--- config.mk ---
export PLATFORM = sky130hd
export DESIGN_NAME = phy_id_autoneg_adv_regs
export DESIGN_NICKNAME = d
export VERILOG_FILES = /design/src/hdl/phy_regs_pkg.sv /design/src/hdl/phy_id_autoneg_adv_regs.sv
export SDC_FILE = /design/constraint.sdc
export NUM_CORES = 1
export LEC_CHECK = 0
export BUFFER_PORTS_ARGS = -buffer_cell sky130_fd_sc_hd__buf_4
export CAP_MARGIN = 40
export CORE_MARGIN = 3
export CORE_UTILIZATION = 46
export CTS_CLUSTER_SIZE = 16
export DETAILED_ROUTE_END_ITERATION = 8
export GPL_TIMING_DRIVEN = 0
export PLACE_DENSITY = 0.76
export SYNTH_ARGS = -nofsm -noshare
export SYNTH_HDL_FRONTEND = slang
export SYNTH_SLANG_ARGS = --single-unit
--- constraint.sdc ---
create_clock -name clock_i -period 1.5 [get_ports clock_i]
set_input_delay 0.075 -clock clock_i [delete_from_list [all_inputs] [get_ports clock_i]]
set_output_delay 0.075 -clock clock_i [all_outputs]
set_load 0.005 [all_outputs]
--- src/hdl/phy_regs_pkg.sv ---
package phy_regs_pkg;

    // ------------------------------------------------------------
    // register indices on the management port
    // ------------------------------------------------------------
    localparam logic [4:0] OFS_BASIC_CONTROL = 5'h00;
    localparam logic [4:0] OFS_BASIC_STATUS = 5'h01;
    localparam logic [4:0] OFS_ID_HIGH = 5'h02;
    localparam logic [4:0] OFS_ID_LOW = 5'h03;
    localparam logic [4:0] OFS_ADVERT = 5'h04;
    localparam logic [4:0] OFS_PARTNER = 5'h05;

    // ------------------------------------------------------------
    // field positions
    // ------------------------------------------------------------
    localparam int CTRL_RESTART_POS = 9;
    localparam int STAT_DONE_POS = 5;
    localparam int ID_ORG_LSB = 10;
    localparam int ID_MODEL_LSB = 4;
    localparam int ID_REV_LSB = 0;

    // ------------------------------------------------------------
    // reset values and write masks
    // ------------------------------------------------------------
    localparam logic [15:0] ADVERT_RESET = 16'h0001;
    localparam logic [15:0] PARTNER_RESET = 16'h0000;
    // bit 14 reserved, bit 9 unsupported four-pair ability
    localparam logic [15:0] ADVERT_WRITE_MASK = 16'hbdff;
    localparam logic [3:0] STRAP_NONE_DEFAULT = 4'hf;
    localparam logic [15:0] REG_ZERO = 16'h0000;

    // ------------------------------------------------------------
    // types
    // ------------------------------------------------------------
    typedef struct packed {
        logic more_pages;
        logic spare_reserved;
        logic far_fault;
        logic spare_bit;
        logic asym_flow_ctrl;
        logic sym_flow_ctrl;
        logic four_pair_100m;
        logic fast_full_duplex;
        logic fast_half_duplex;
        logic ten_full_duplex;
        logic ten_half_duplex;
        logic [4:0] technology_selector;
    } ability_page_t;

    typedef struct packed {
        logic [4:0] addr;
        logic [15:0] wdata;
        logic wr;
        logic rd;
    } mgmt_req_t;

endpackage

--- src/hdl/phy_id_autoneg_adv_regs.sv ---
`timescale 1ns/1ps
// Overview of operation
// [RULE1] identifier spans two read-only registers: org id, model, revision
// [RULE2] identifier may read all zero when the zero option is chosen
// [RULE3] first identifier register shows org id bits 3..18 on bits 15..0
// [RULE4] org id numbered 1 (msb) to 24 (lsb); top two bits dropped
// [RULE5] second identifier register shows org id bits 19..24 on bits 15..10
// [RULE6] six-bit model number sits in bits 9..4, msb at bit 9
// [RULE7] four-bit revision in bits 3..0, msb at bit 3
// [RULE8] software writing advertisement before completion must restart negotiation
// [RULE9] advertisement contents are sent to the partner as local abilities
// [RULE10] bit 15 read-write, reset zero, advertises more next pages
// [RULE11] bit 13 read-write, reset zero, advertises remote fault
// [RULE12] bits 11 and 10 read-write, reset zero: asymmetric and symmetric pause
// [RULE13] bit 9 four-pair ability unsupported, reads zero
// [RULE14] bits 8 and 7 reset from straps, one when no strap
// [RULE15] bits 6 and 5 reset from straps, one when no strap
// [RULE16] bits 4..0 read-write selector, reset to the 802.3 code
// [RULE17] partner register captures abilities received from the partner
// [RULE18] with next pages, partner register updates again after completion
// [RULE19] status bit 5 shows negotiation complete
// [RULE20] writing one to control bit 9 restarts negotiation, bit self-clears
// [RULE21] writes to identifier and partner registers are ignored
module phy_id_autoneg_adv_regs #(
    parameter logic [23:0] ORG_ID = 24'h123456,   // arbitrary value
    parameter logic [5:0] MODEL_NUM = 6'h05,       // arbitrary value
    parameter logic [3:0] REVISION_NUM = 4'h1,     // arbitrary value
    parameter bit ID_ALL_ZERO = 1'b0
) (
    input wire logic clock_i,
    input wire logic rst_i,
    input wire logic ce_i,
    input wire logic [4:0] addr_i,
    input wire logic [15:0] wdata_i,
    input wire logic wr_i,
    input wire logic rd_i,
    output logic [15:0] rdata_o,
    input wire logic strap_present_i,
    input wire logic [3:0] strap_speed_i,
    input wire logic neg_done_i,
    input wire logic next_pages_en_i,
    input wire logic partner_valid_i,
    input wire logic [15:0] partner_page_i,
    output phy_regs_pkg::ability_page_t local_page_o,
    output logic restart_o
);

    // ------------------------------------------------------------
    // request decode
    // ------------------------------------------------------------
    phy_regs_pkg::mgmt_req_t req;
    assign req = '{addr: addr_i, wdata: wdata_i, wr: wr_i, rd: rd_i};

    wire hit_control = req.addr == phy_regs_pkg::OFS_BASIC_CONTROL;
    wire hit_status = req.addr == phy_regs_pkg::OFS_BASIC_STATUS;
    wire hit_id_high = req.addr == phy_regs_pkg::OFS_ID_HIGH;
    wire hit_id_low = req.addr == phy_regs_pkg::OFS_ID_LOW;
    wire hit_advert = req.addr == phy_regs_pkg::OFS_ADVERT;
    wire hit_partner = req.addr == phy_regs_pkg::OFS_PARTNER;

    // ------------------------------------------------------------
    // identifier words
    // ------------------------------------------------------------
    // org id bit n (1 = msb) is ORG_ID[24-n]; bits 1 and 2 are dropped
    wire [23:0] org_id_used = ID_ALL_ZERO ? 24'h000000 : ORG_ID; // [RULE2] [RULE4]
    wire [5:0] model_used = ID_ALL_ZERO ? 6'h00 : MODEL_NUM; // [RULE2]
    wire [3:0] rev_used = ID_ALL_ZERO ? 4'h0 : REVISION_NUM; // [RULE2]
    wire [15:0] org_id_upper_bits = org_id_used[21:6]; // [RULE3]
    wire [5:0] org_id_lower_bits = org_id_used[5:0]; // [RULE5]
    wire [15:0] phy_identifier_high = org_id_upper_bits; // [RULE1]
    wire [15:0] phy_identifier_low = {org_id_lower_bits, model_used, rev_used}; // [RULE1] [RULE6] [RULE7]

    // ------------------------------------------------------------
    // strap capture
    // ------------------------------------------------------------
    // straps are pins: two flops before use, loaded once after reset release
    logic [4:0] strap_meta;
    logic [4:0] strap_sync;
    logic strap_loaded;
    wire [3:0] strap_value = strap_sync[4] ? strap_sync[3:0] :
                             phy_regs_pkg::STRAP_NONE_DEFAULT; // [RULE14] [RULE15]

    always_ff @(posedge clock_i or posedge rst_i) begin
        if (rst_i) begin
            strap_meta <= 5'h00;
            strap_sync <= 5'h00;
        end else if (ce_i) begin
            strap_meta <= {strap_present_i, strap_speed_i};
            strap_sync <= strap_meta;
        end
    end

    // ------------------------------------------------------------
    // advertisement register
    // ------------------------------------------------------------
    phy_regs_pkg::ability_page_t local_ability_advert;
    wire [15:0] advert_bits = local_ability_advert;
    wire [15:0] advert_written = (req.wdata & phy_regs_pkg::ADVERT_WRITE_MASK) |
                                 (advert_bits & ~phy_regs_pkg::ADVERT_WRITE_MASK);
    // strap load waits two cycles so the synchroniser has settled
    logic [1:0] strap_wait;
    wire strap_load = !strap_loaded && strap_wait == 2'h2;
    phy_regs_pkg::ability_page_t next_advert;

    always_comb begin
        next_advert = local_ability_advert;
        if (req.wr && hit_advert) begin
            next_advert = advert_written; // [RULE10] [RULE11] [RULE12] [RULE16] [RULE13]
        end else if (strap_load) begin
            next_advert.fast_full_duplex = strap_value[3]; // [RULE14]
            next_advert.fast_half_duplex = strap_value[2]; // [RULE14]
            next_advert.ten_full_duplex = strap_value[1]; // [RULE15]
            next_advert.ten_half_duplex = strap_value[0]; // [RULE15]
        end
    end

    always_ff @(posedge clock_i or posedge rst_i) begin
        if (rst_i) begin
            local_ability_advert <= phy_regs_pkg::ADVERT_RESET; // [RULE16]
            strap_wait <= 2'h0;
            strap_loaded <= 1'b0;
        end else if (ce_i) begin
            local_ability_advert <= next_advert;
            if (strap_wait != 2'h2) begin
                strap_wait <= strap_wait + 2'h1;
            end
            // a write in the load cycle wins; the straps then land one cycle later
            if (strap_load && !(req.wr && hit_advert)) begin
                strap_loaded <= 1'b1;
            end
        end
    end

    // ------------------------------------------------------------
    // partner abilities, status and restart
    // ------------------------------------------------------------
    logic [15:0] partner_ability_received;
    logic negotiation_done_flag;
    // after completion only next-page exchanges may refresh the partner word
    wire partner_take = partner_valid_i &&
                        (!negotiation_done_flag || next_pages_en_i); // [RULE17] [RULE18]
    wire restart_hit = req.wr && hit_control && req.wdata[phy_regs_pkg::CTRL_RESTART_POS];

    always_ff @(posedge clock_i or posedge rst_i) begin
        if (rst_i) begin
            partner_ability_received <= phy_regs_pkg::PARTNER_RESET;
            negotiation_done_flag <= 1'b0;
            restart_o <= 1'b0;
            local_page_o <= phy_regs_pkg::ADVERT_RESET;
        end else if (ce_i) begin
            if (partner_take) begin
                partner_ability_received <= partner_page_i; // [RULE17] [RULE21]
            end
            // a restart clears completion for one cycle; the flag then follows neg_done_i again
            negotiation_done_flag <= neg_done_i && !restart_hit; // [RULE19] [RULE8]
            restart_o <= restart_hit; // [RULE20]
            local_page_o <= next_advert; // [RULE9]
        end
    end

    // ------------------------------------------------------------
    // read path
    // ------------------------------------------------------------
    // restart bit always reads back as normal mode once taken
    wire [15:0] status_word = {10'h000, negotiation_done_flag, 5'h00}; // [RULE19]
    wire [15:0] read_mux = hit_control ? phy_regs_pkg::REG_ZERO :
                           hit_status ? status_word :
                           hit_id_high ? phy_identifier_high : // [RULE21]
                           hit_id_low ? phy_identifier_low :
                           hit_advert ? advert_bits :
                           hit_partner ? partner_ability_received :
                           phy_regs_pkg::REG_ZERO;

    always_ff @(posedge clock_i or posedge rst_i) begin
        if (rst_i) begin
            rdata_o <= phy_regs_pkg::REG_ZERO;
        end else if (ce_i) begin
            rdata_o <= req.rd ? read_mux : phy_regs_pkg::REG_ZERO;
        end
    end

endmodule

==> summary.txt, run 1 <==
Status
  – Status: completed

Timing
  – Setup Viol. Count Final: 0
  – Final Cycle Share: 0.954
  – Hold Vio Cnt, Final: 0
  – Slew Viols, Final: 0
  – Fin Clk Skew: 7.79 ps
  – Highest clock rate: 699 MHz
  – Fin worst setup slack: 69.4 ps
  – Worst slew pin tran: 578 ps
  – RSZ-0062 raised after global routing: no
  – Slew headroom: 0.614
  – Tmin final: 1430 ps

Floorplanning
  – FP Rows: 27
  – Ports: 83
  – Core ar.: 5610 um^2
  – Starting Density: 0.485
  – Die X: 82.9 um
  – Die area: 6880 um^2
  – Die H: 82.9 um

Synth
  – Synth unique cells: 45
  – Asr flop ratio synth: 1.00
  – Synth Area per Inst: 12.5 um^2
  – EDFF count, synth: 0
  – Synth Register Bits: 61
  – Synth Flop Type: dfrtp_1
  – Sequential fraction of the synthesis area: 0.561
  – Netlist Area Pre-Place: 2720 um^2
  – Synth Warn #: 0
  – Synth Instances: 217

Route
  – WL per Instance: 17.2 um
  – Via/cell ratio: 5.37
  – Vias: 2300
  – Pre-antenna DRT Iters: 4
  – Initial DRC count: 133
  – Post-route ant nets: 0
  – Drt drc: 0
  – Total Wirelength: 7.37 mm

Setup path
  – Worst Setup SP: negotiation_done_flag
  – Req. time, crit path: 1720 ps
  – CP arrival: 1650 ps
  – Worst r2r path cells: 4
  – RR Startpoint: negotiation_done_flag
  – Critical setup path kind: flip-flop to flip-flop
  – Setup crit start kind: flip-flop
  – CP endpoint kind: flip-flop
  – Crit Path Max Fanout: 10

Hold path
  – Min-Delay Path Class: primary input to flip-flop
  – Hold Startpoint: addr_i[1]
  – Hold Crit Depth: 4

Placed design
  – DP HPWL: 4.81 mm
  – GP Congestion: 0.812
  – Pre-CTS setup slack: -260 ps
  – Placed Cells incl. Taps: 370
  – PortBufs: 79

CTS
  – Clock root buffer: clkbuf_8
  – # H-tree levels: 3
  – Clk_lat worst skew: 340 ps
  – CTS Buffer Depth: 2
  – CTS tree: yes
  – Clock buffer count from CTS: 9
  – Clock Sinks: 61
  – Clk slew on worst S/H paths: 70 ps

Final layout
  – P&R area growth vs syn: 49.0%
  – Fill cells: 434
  – Layout Nets: 402
  – Share of layout cells above drive strength 1: 0.407
  – Fin cells: 428
  – # diodes: 0

Power and ir drop
  – Final Total Pwr: 4.27 mW
  – Pwr dens: 1050 nW/um^2
  – Pleak: 1.90 nW
  – Peak supply drop: 0.000715 V

Flow run
  – MaxCap Viol Count: 0

Global routing
  – First-pass GRT wire length: 12.0 mm
  – Initial antenna violation count: 0
  – Vias in the first global route: 2394
  – Gr usage total: 0.225
  – Largest net degree at the start of global routing: 37
  – Overflow after GRT: 0
-- worst paths after layout --
check / slack, ps / to
worst max-delay path: 70 / partner_ability_received[8]
worst min-delay path: 150 / rdata_o[7]
worst max register to register: 70 / partner_ability_received[8]
worst min register to register: 480 / strap_loaded
max in group asynchronous: 530 / local_page_o[0]
min in group asynchronous: 350 / local_page_o[10]
-- stage by stage --
| stage | cell area, um^2 | util | hold slack [ps] | setup TNS [ps] |
|---|---|---|---|---|
| after floorplan | 2730 | - | 187 | 0 |
| after global placement | 3410 | 0.609 | 292 | -3060 |
| after detailed placement | 3430 | 0.612 | 172 | -3540 |
| after CTS | 4020 | 0.717 | 138 | 0 |
| after global routing | 4060 | 0.723 | 155 | 0 |
| final | 4060 | 0.723 | 154 | 0 |
-- worst max-delay path: stages (launching register included) --
cell and delay (ps):
dfrtp_1 360, inv_1 80, o211ai_4 290, buf_6 220, mux2_2 350
-- registers in the layout, indices dropped and copies added (netlist names) --
register,count
local_page_o,14
negotiation_done_flag,1
partner_ability_received,16
rdata_o,16
restart_o,1
strap_loaded,1
strap_meta,5
strap_sync,5
strap_wait,2
-- cells by family after synthesis --
group | synth area share
muxes | 0.141
DFF | 0.561
AOI/OAI and AO/OA | 0.131
adders and majority gates | 0.00459
and+or+nand+nor | 0.110
other | 0.00138
xor gates and xnor gates | 0.00322
buffers and inverters | 0.0483
-- power breakdown --
part / leakage (nW) / total [mW] / switching, mW / internal (mW)
Clock: 0.0997 / 1.39 / 0.612 / 0.779
Combinational: 1.04 / 0.825 / 0.317 / 0.508
Sequential: 0.767 / 2.05 / 0.166 / 1.89
-- final cells by class --
| cell class | instances | area (um^2) | area share |
|---|---|---|---|
| sequential | 61 | 1530 | 0.377 |
| multi-input combinational | 129 | 1080 | 0.267 |
| timing repair buffer | 122 | 1020 | 0.252 |
| clock buffer | 15 | 186 | 0.0460 |
| buffer | 16 | 92.6 | 0.0228 |
| tap | 72 | 90.1 | 0.0222 |
| inverter | 12 | 48.8 | 0.0120 |
| clock inverter | 1 | 5.00 | 0.00123 |
-- cells in the mapped netlist, types with 3 or more instances --
library cell	number	area share
nor2b_1	9	0.021
inv_1	12	0.017
a31oi_1	7	0.016
nor2_1	3	0.0041
mux2_1	6	0.025
clkbuf_1	4	0.0055
o21ai_0	7	0.013
o221ai_1	4	0.013
nor3b_1	4	0.011
buf_4	3	0.0083
buf_2	6	0.011
a221oi_1	5	0.016
dfrtp_1	60	0.55
mux2_2	28	0.12
nand4_1	4	0.0092
a221o_1	11	0.040
nand2_1	9	0.012
-- what timing repair did --
item	CTS	global route
endpoints found under the setup margin	10	7
gates resized for setup	3	1
pin swaps	1	1
hold buffers	38	0
endpoints found under the hold margin	62	0
setup buffers	0	4
-- placed cells by master (no fill, tap or decap), types with 3 or more instances in the layout --
cell type	n
buf_2	5
a31oi_1	6
o221ai_1	4
clkbuf_8	13
buf_4	86
o21ai_0	7
nand4_1	4
inv_1	11
nor2_1	3
mux2_2	28
nor3b_1	4
nor2b_1	9
dfrtp_1	60
a221o_1	11
clkbuf_1	6
dlygate4sd3_1	38
mux2_1	6
nand2_1	9
a221oi_1	5
-- layer usage --
layer | GRT usage | vias to the layer above | routed length [um]
met2 | 0.370 | 92 | 3690
met5 | 0 | - | 0
met1 | 0.266 | 1123 | 2940
met4 | 0.0877 | 0 | 170
met3 | 0.0863 | 15 | 565
li1 | - | 1070 | -
Power figures use the tool's default switching activity.
==> inputs of run 2 (changes only) <==
CORE_MARGIN = 4   (was 3)
CTS_BUF_LIST = sky130_fd_sc_hd__clkbuf_16   (was default)
==> run 2 against run 1 <==
  * The flow now finishes with violations (hold timing)
  * Count of clock-buffer cells in the layout down 6
  * Global-route usage down 1.7 points
  * Largest cell class unchanged
  * Final area up 2.0%
  * Die area up 4.9%
  * Hold slack worse by 160 ps
  * Power up 13%
  * Via count down 0.52%
  * Utilization up 1.5 points
==> summary.txt, run 2 (synthesis results as in run 1) <==
CTS
  – Clk_lat worst skew: 320 ps (-20 ps)
  – # H-tree levels: 3 (unchanged)
  – CTS tree: yes
  – Clock buffer count from CTS: 9 (unchanged)
  – Clock root buffer: clkbuf_16
  – Clock Sinks: 61 (unchanged)
  – CTS Buffer Depth: 2 (unchanged)
  – Clk slew on worst S/H paths: 50 ps (-20 ps)

Placed design
  – DP HPWL: 4.93 mm (+2.5%)
  – PortBufs: 79 (unchanged)
  – Pre-CTS setup slack: -237 ps (+22.9 ps)
  – GP Congestion: 0.861 (+6.0%)
  – Cell Area, Placed: 3470 um^2 (+1.0%)
  – Placed Cells incl. Taps: 371 (+0.27%)

Setup path
  – Req. time, crit path: 1700 ps (-20 ps)
  – Worst Setup SP: strap_wait[0]
  – R2r setup slk: 100 ps (+30 ps)
  – RR Startpoint: strap_wait[0]
  – CP endpoint kind: flip-flop
  – Setup crit start kind: flip-flop
  – CP arrival: 1600 ps (-50 ps)
  – Crit Path Max Fanout: 4 (-6)
  – Critical setup path kind: flip-flop to flip-flop

Timing
  – Tmin final: 1400 ps (-33.9 ps)
  – RSZ-0062 raised after global routing: no
  – Highest clock rate: 716 MHz (+2.4%)
  – Hold WS: -3.23 ps (-157 ps)
  – Setup Viol. Count Final: 0 (unchanged)
  – Fin Clk Skew: 5.71 ps (-2.08 ps)
  – Fin worst setup slack: 103 ps (+33.9 ps)
  – Hold Vio Cnt, Final: 1 (+1)
  – Slew headroom: 0.603 (-0.0104)
  – Final Cycle Share: 0.931 (-0.0226)
  – Worst slew pin tran: 594 ps (+15.5 ps)
  – Slew Viols, Final: 0 (unchanged)
  – Setup TNS: 0 ps (unchanged)

Final layout
  – P&R area growth vs syn: 52.0%
  – Final Util: 0.738 (+0.0145)
  – Commonest non-fill, non-tap cells in the layout: buf_4 (84), dfrtp_1 (60), dlygate4sd3_1 (35)
  – Layout Nets: 398 (-1.0%)
  – Most common cell after layout, fill and taps aside: buf_4
  – Top flop regs: partner_ability_received: 16 flops, rdata_o: 16 flops, local_page_o: 14 flops
  – # diodes: 0 (unchanged)
  – Post-route cell area: 4140 um^2 (+2.0%)
  – Fill cells: 414 (-4.6%)
  – Share of layout cells above drive strength 1: 0.409 (+0.00179)
  – Fin cells: 424 (-0.93%)

Floorplanning
  – Die X: 84.9 um (+2.4%)
  – Starting Density: 0.485 (unchanged)
  – FP Rows: 27 (unchanged)
  – Die H: 84.9 um (+2.4%)
  – Die area: 7210 um^2 (+4.9%)
  – Core ar.: 5610 um^2 (unchanged)
  – Ports: 83 (unchanged)

Power and ir drop
  – Peak supply drop: 0.000756 V (+5.7%)
  – Pleak: 1.95 nW (+2.2%)
  – Pwr dens: 1170 nW/um^2 (+11%)

Global routing
  – Overflow after GRT: 0 (unchanged)
  – Initial antenna violation count: 0 (unchanged)
  – First-pass GRT wire length: 11.7 mm (-2.3%)
  – Vias in the first global route: 2364 (-1.3%)
  – Largest net degree at the start of global routing: 23 (-38%)
  – Gr usage total: 0.208 (-0.0169)

Route
  – Pre-antenna DRT Iters: 5 (+1)
  – Via/cell ratio: 5.40 (+0.42%)
  – Vias: 2288 (-0.52%)
  – WL per Instance: 17.2 um (about the same)
  – Total Wirelength: 7.30 mm (-0.88%)
  – Initial DRC count: 118 (-11%)
  – Post-route ant nets: 0 (unchanged)
  – Drt drc: 0 (unchanged)

Hold path
  – Min-Delay Path Class: primary input to flip-flop
  – Hold Startpoint: wdata_i[8]

Status
  – Failing checks: hold timing
  – Status: finished with violations

Flow run
  – MaxCap Viol Count: 0 (unchanged)
## run 2: cell types whose count changed in the layout (fill, tap and decap cells not counted), moves of 3 or more
cell           change
clkbuf_8          -13
clkbuf_16          +9
clkinv_2           +3
dlygate4sd3_1      -3
## run 2: power breakdown
part	internal (mW)	total [mW]	switching [mW]
clock network	1.26	1.96	0.706
logic	0.508	0.824	0.315
registers	1.89	2.05	0.161
## run 2: worst max-delay path, cell delays in order, from the launching register on
cell,delay (ps)
dfrtp_1,380
inv_1,60
ha_1,210
and3b_1,220
a31oi_2,80
a221o_1,330
## run 2: final timing paths
| check | end | cells past startpoint |
|---|---|---|
| max | local_page_o[6] | 5 |
| min | local_page_o[8] | 2 |
| max reg2reg | local_page_o[6] | 5 |
| min reg2reg | strap_wait[0] | 1 |
| max in group asynchronous | local_page_o[0] | 5 |
| min in group asynchronous | strap_meta[3] | 3 |
## run 2: layout make-up
type | instances | area [um^2] | area share
inverter | 12 | 48.8 | 0.0118
clock buffer | 9 | 225 | 0.0544
buffer | 16 | 92.6 | 0.0224
sequential | 61 | 1530 | 0.369
multi-input combinational | 129 | 1080 | 0.262
clock inverter | 7 | 57.6 | 0.0139
timing repair buffer | 118 | 1010 | 0.245
tap | 72 | 90.1 | 0.0218
## run 2: stage by stage
stage | hold WS, ps | total power, mW
global placement | 291 | 2.77
global route | 13.6 | 5.05
detailed placement | 132 | 2.82
floorplan | 187 | 2.42
finish | -3.23 | 4.84
CTS | 1.76 | 4.85
## run 2: metal layers
metal	part of all wire	global-route usage	up-vias	wire length, um
met5	0	0	-	0
met4	0.021	0.0748	0	150
met3	0.070	0.0524	16	509
met2	0.48	0.332	88	3480
met1	0.43	0.275	1123	3160
li1	-	-	1061	-
## run 2: what timing repair did
item | 4_1_cts | 5_1_grt
resized for setup | 3 | 1
hold buffers | 35 | 0
buffers inserted | 0 | 2
endpoints found under the hold margin | 53 | 0
setup endpoints to repair | 10 | 14
pin swaps | 0 | 1
==> inputs of run 3 (changes only) <==
RECOVER_POWER = 25   (was default)
SLEW_MARGIN = 20   (was default)
==> run 3 against run 2 <==
  * The flow still finishes with violations (hold timing)
  * Clock power is essentially flat
  * Flip-flop and latch count unchanged
  * Global-route usage stayed put
  * Fmax fell by 0.38%
  * Final area fell by 0.12%
  * Hold slack gained 1.6 ps
  * Wire length is 0.22% lower
  * Worst setup slack got worse by 5.3 ps
  * Sequential power about the same
  * Via count decreased by 0.35%
  * Non-clock buffer count unchanged
  * Combinational power barely moved
  * Critical path type unchanged
  * Critical endpoint unchanged
  * Largest power group unchanged
  * Highest routed layer unchanged
==> summary.txt, run 3 (synthesis results as in run 1) <==
Status
  – Status: finished with violations
  – Failing checks: hold timing

Power and ir drop
  – Pleak: 1.94 nW (-0.33%)
  – Part of the power in registers: 0.424 (about the same)
  – Pwr dens: 1170 nW/um^2 (+0.14%)
  – Clock power share: 0.406 (about the same)
  – Peak supply drop: 0.000756 V (about the same)
  – Final Total Pwr: 4.84 mW (about the same)
  – NetSw: 1.18 mW (+0.21%)
  – Switching portion of total power: 0.245 (+0.000455)
  – Logic pwr share: 0.170 (about the same)
  – Internal: 3.66 mW (about the same)

CTS
  – Clk_lat worst skew: 320 ps (about the same)
  – # H-tree levels: 3 (unchanged)
  – CTS tree: yes
  – Clock Sinks: 61 (unchanged)
  – Clock buffer count from CTS: 9 (unchanged)
  – Clock root buffer: clkbuf_16
  – Clk slew on worst S/H paths: 50 ps (about the same)
  – CTS Buffer Depth: 2 (unchanged)

Timing
  – Worst slew pin tran: 594 ps (+0.00578 ps)
  – Setup TNS: 0 ps (unchanged)
  – Highest clock rate: 713 MHz (-0.38%)
  – Hold Vio Cnt, Final: 1 (unchanged)
  – Slew Viols, Final: 0 (unchanged)
  – Setup Viol. Count Final: 0 (unchanged)
  – Tmin final: 1400 ps (+5.30 ps)
  – RSZ-0062 raised after global routing: no
  – Slew headroom: 0.603 (about the same)
  – Final Cycle Share: 0.935 (+0.00353)
  – Hold WS: -1.66 ps (+1.57 ps)
  – Fin Clk Skew: 5.69 ps (-0.0256 ps)

Setup path
  – CP endpoint kind: flip-flop
  – Req. time, crit path: 1700 ps (about the same)
  – CP arrival: 1600 ps (about the same)
  – Setup crit start kind: flip-flop
  – Crit Path Max Fanout: 4 (unchanged)
  – Critical setup path kind: flip-flop to flip-flop

Final layout
  – Top flop regs: partner_ability_received: 16 flops, rdata_o: 16 flops, local_page_o: 14 flops
  – Share of layout cells above drive strength 1: 0.403 (-0.00568)
  – Fill cells: 417 (+0.72%)
  – Layout Nets: 398 (unchanged)
  – Most common cell after layout, fill and taps aside: buf_4
  – P&R area growth vs syn: 51.8%
  – Post-route cell area: 4130 um^2 (-0.12%)
  – Final Util: 0.737 (-0.000892)
  – # diodes: 0 (unchanged)
  – Commonest non-fill, non-tap cells in the layout: buf_4 (83), dfrtp_1 (60), dlygate4sd3_1 (35)

Placed design
  – PortBufs: 79 (unchanged)
  – DP HPWL: 4.93 mm (unchanged)
  – GP Congestion: 0.861 (unchanged)
  – Cell Area, Placed: 3470 um^2 (unchanged)

Hold path
  – Min-Delay Path Class: primary input to flip-flop

Route
  – Initial DRC count: 118 (unchanged)
  – Vias: 2280 (-0.35%)
  – Drt drc: 0 (unchanged)
  – WL per Instance: 17.2 um (-0.22%)
  – Via/cell ratio: 5.38 (-0.35%)
  – Post-route ant nets: 0 (unchanged)
  – Total Wirelength: 7.29 mm (-0.22%)
  – Pre-antenna DRT Iters: 4 (-1)

Floorplanning
  – Die area: 7210 um^2 (unchanged)
  – FP Rows: 27 (unchanged)
  – Core ar.: 5610 um^2 (unchanged)
  – Die H: 84.9 um (unchanged)
  – Die X: 84.9 um (unchanged)
  – Starting Density: 0.485 (unchanged)
  – Ports: 83 (unchanged)

Flow run
  – MaxCap Viol Count: 0 (unchanged)

Global routing
  – Overflow after GRT: 0 (unchanged)
  – Vias in the first global route: 2364 (unchanged)
  – Gr usage total: 0.208 (unchanged)
  – First-pass GRT wire length: 11.7 mm (unchanged)
  – Largest net degree at the start of global routing: 23 (unchanged)
  – Initial antenna violation count: 0 (unchanged)
run 3: changes by cell type in the layout (fill, tap and decap cells not counted), sizes merged:
| cell | before | now |
|---|---|---|
| buf | 95 | 93 |
| clkbuf | 13 | 15 |
run 3: through the flow:
step	setup WS [ps]	cells
2_1_floorplan	106	218
3_3_place_gp	-226	369
3_5_place_dp	-237	371
4_1_cts	4.18	422
5_1_grt	37.3	424
6_report	98.0	424
run 3: layer usage:
layer  share of wire  track usage  wire length, um
met1            0.44        0.275             3190
met2            0.48        0.332             3490
met3           0.065       0.0524              473
met4           0.018       0.0748              133
met5               0            0                0
run 3: path summary, 6_finish.rpt:
kind / from / end / slack, ps / depth (start not counted)
setup / recovery: strap_wait[0] / local_page_o[6] / 100 / 5
min in group asynchronous: rst_i / strap_meta[3] / 320 / 3
max in group asynchronous: rst_i / local_page_o[0] / 470 / 5
setup reg to reg: strap_wait[0] / local_page_o[6] / 100 / 5
hold / removal: wdata_i[8] / local_page_o[8] / -2 / 2
hold reg to reg: strap_wait[0] / strap_wait[0] / 470 / 1
run 3: power by group through the flow:
| stage | Combinational, mW | Clock [mW] | Sequential (mW) |
|---|---|---|---|
| 3_5_place_dp | 0.741 | 0 | 2.08 |
| 5_1_grt | 0.907 | 2.07 | 2.08 |
| 3_3_place_gp | 0.699 | 0 | 2.07 |
| 2_1_floorplan | 0.378 | 0 | 2.04 |
| 4_1_cts | 0.827 | 1.97 | 2.05 |
| 6_report | 0.822 | 1.97 | 2.05 |
run 3: area by class of cell:
cell class	instances	area, um^2	share of cell area
Buffer	16	91.3	0.0221
Clock buffer	9	225	0.0545
Clock inverter	7	57.6	0.0139
Inverter	12	48.8	0.0118
Multi-Input combinational cell	129	1080	0.262
Sequential cell	61	1530	0.370
Tap cell	72	90.1	0.0218
Timing Repair Buffer	118	1010	0.244
run 3: timing repair:
item,4_1_cts,5_1_grt
pin swaps,0,1
setup buffers,0,2
gates resized for setup,3,1
hold endpoints to repair,53,0
hold buffers,35,0
endpoints found under the setup margin,10,14
run 3: critical path, stage by stage (launching register included):
cell	delay [ps]
dfrtp_1	380
inv_1	60
ha_1	210
and3b_1	220
a31oi_2	80
a221o_1	340
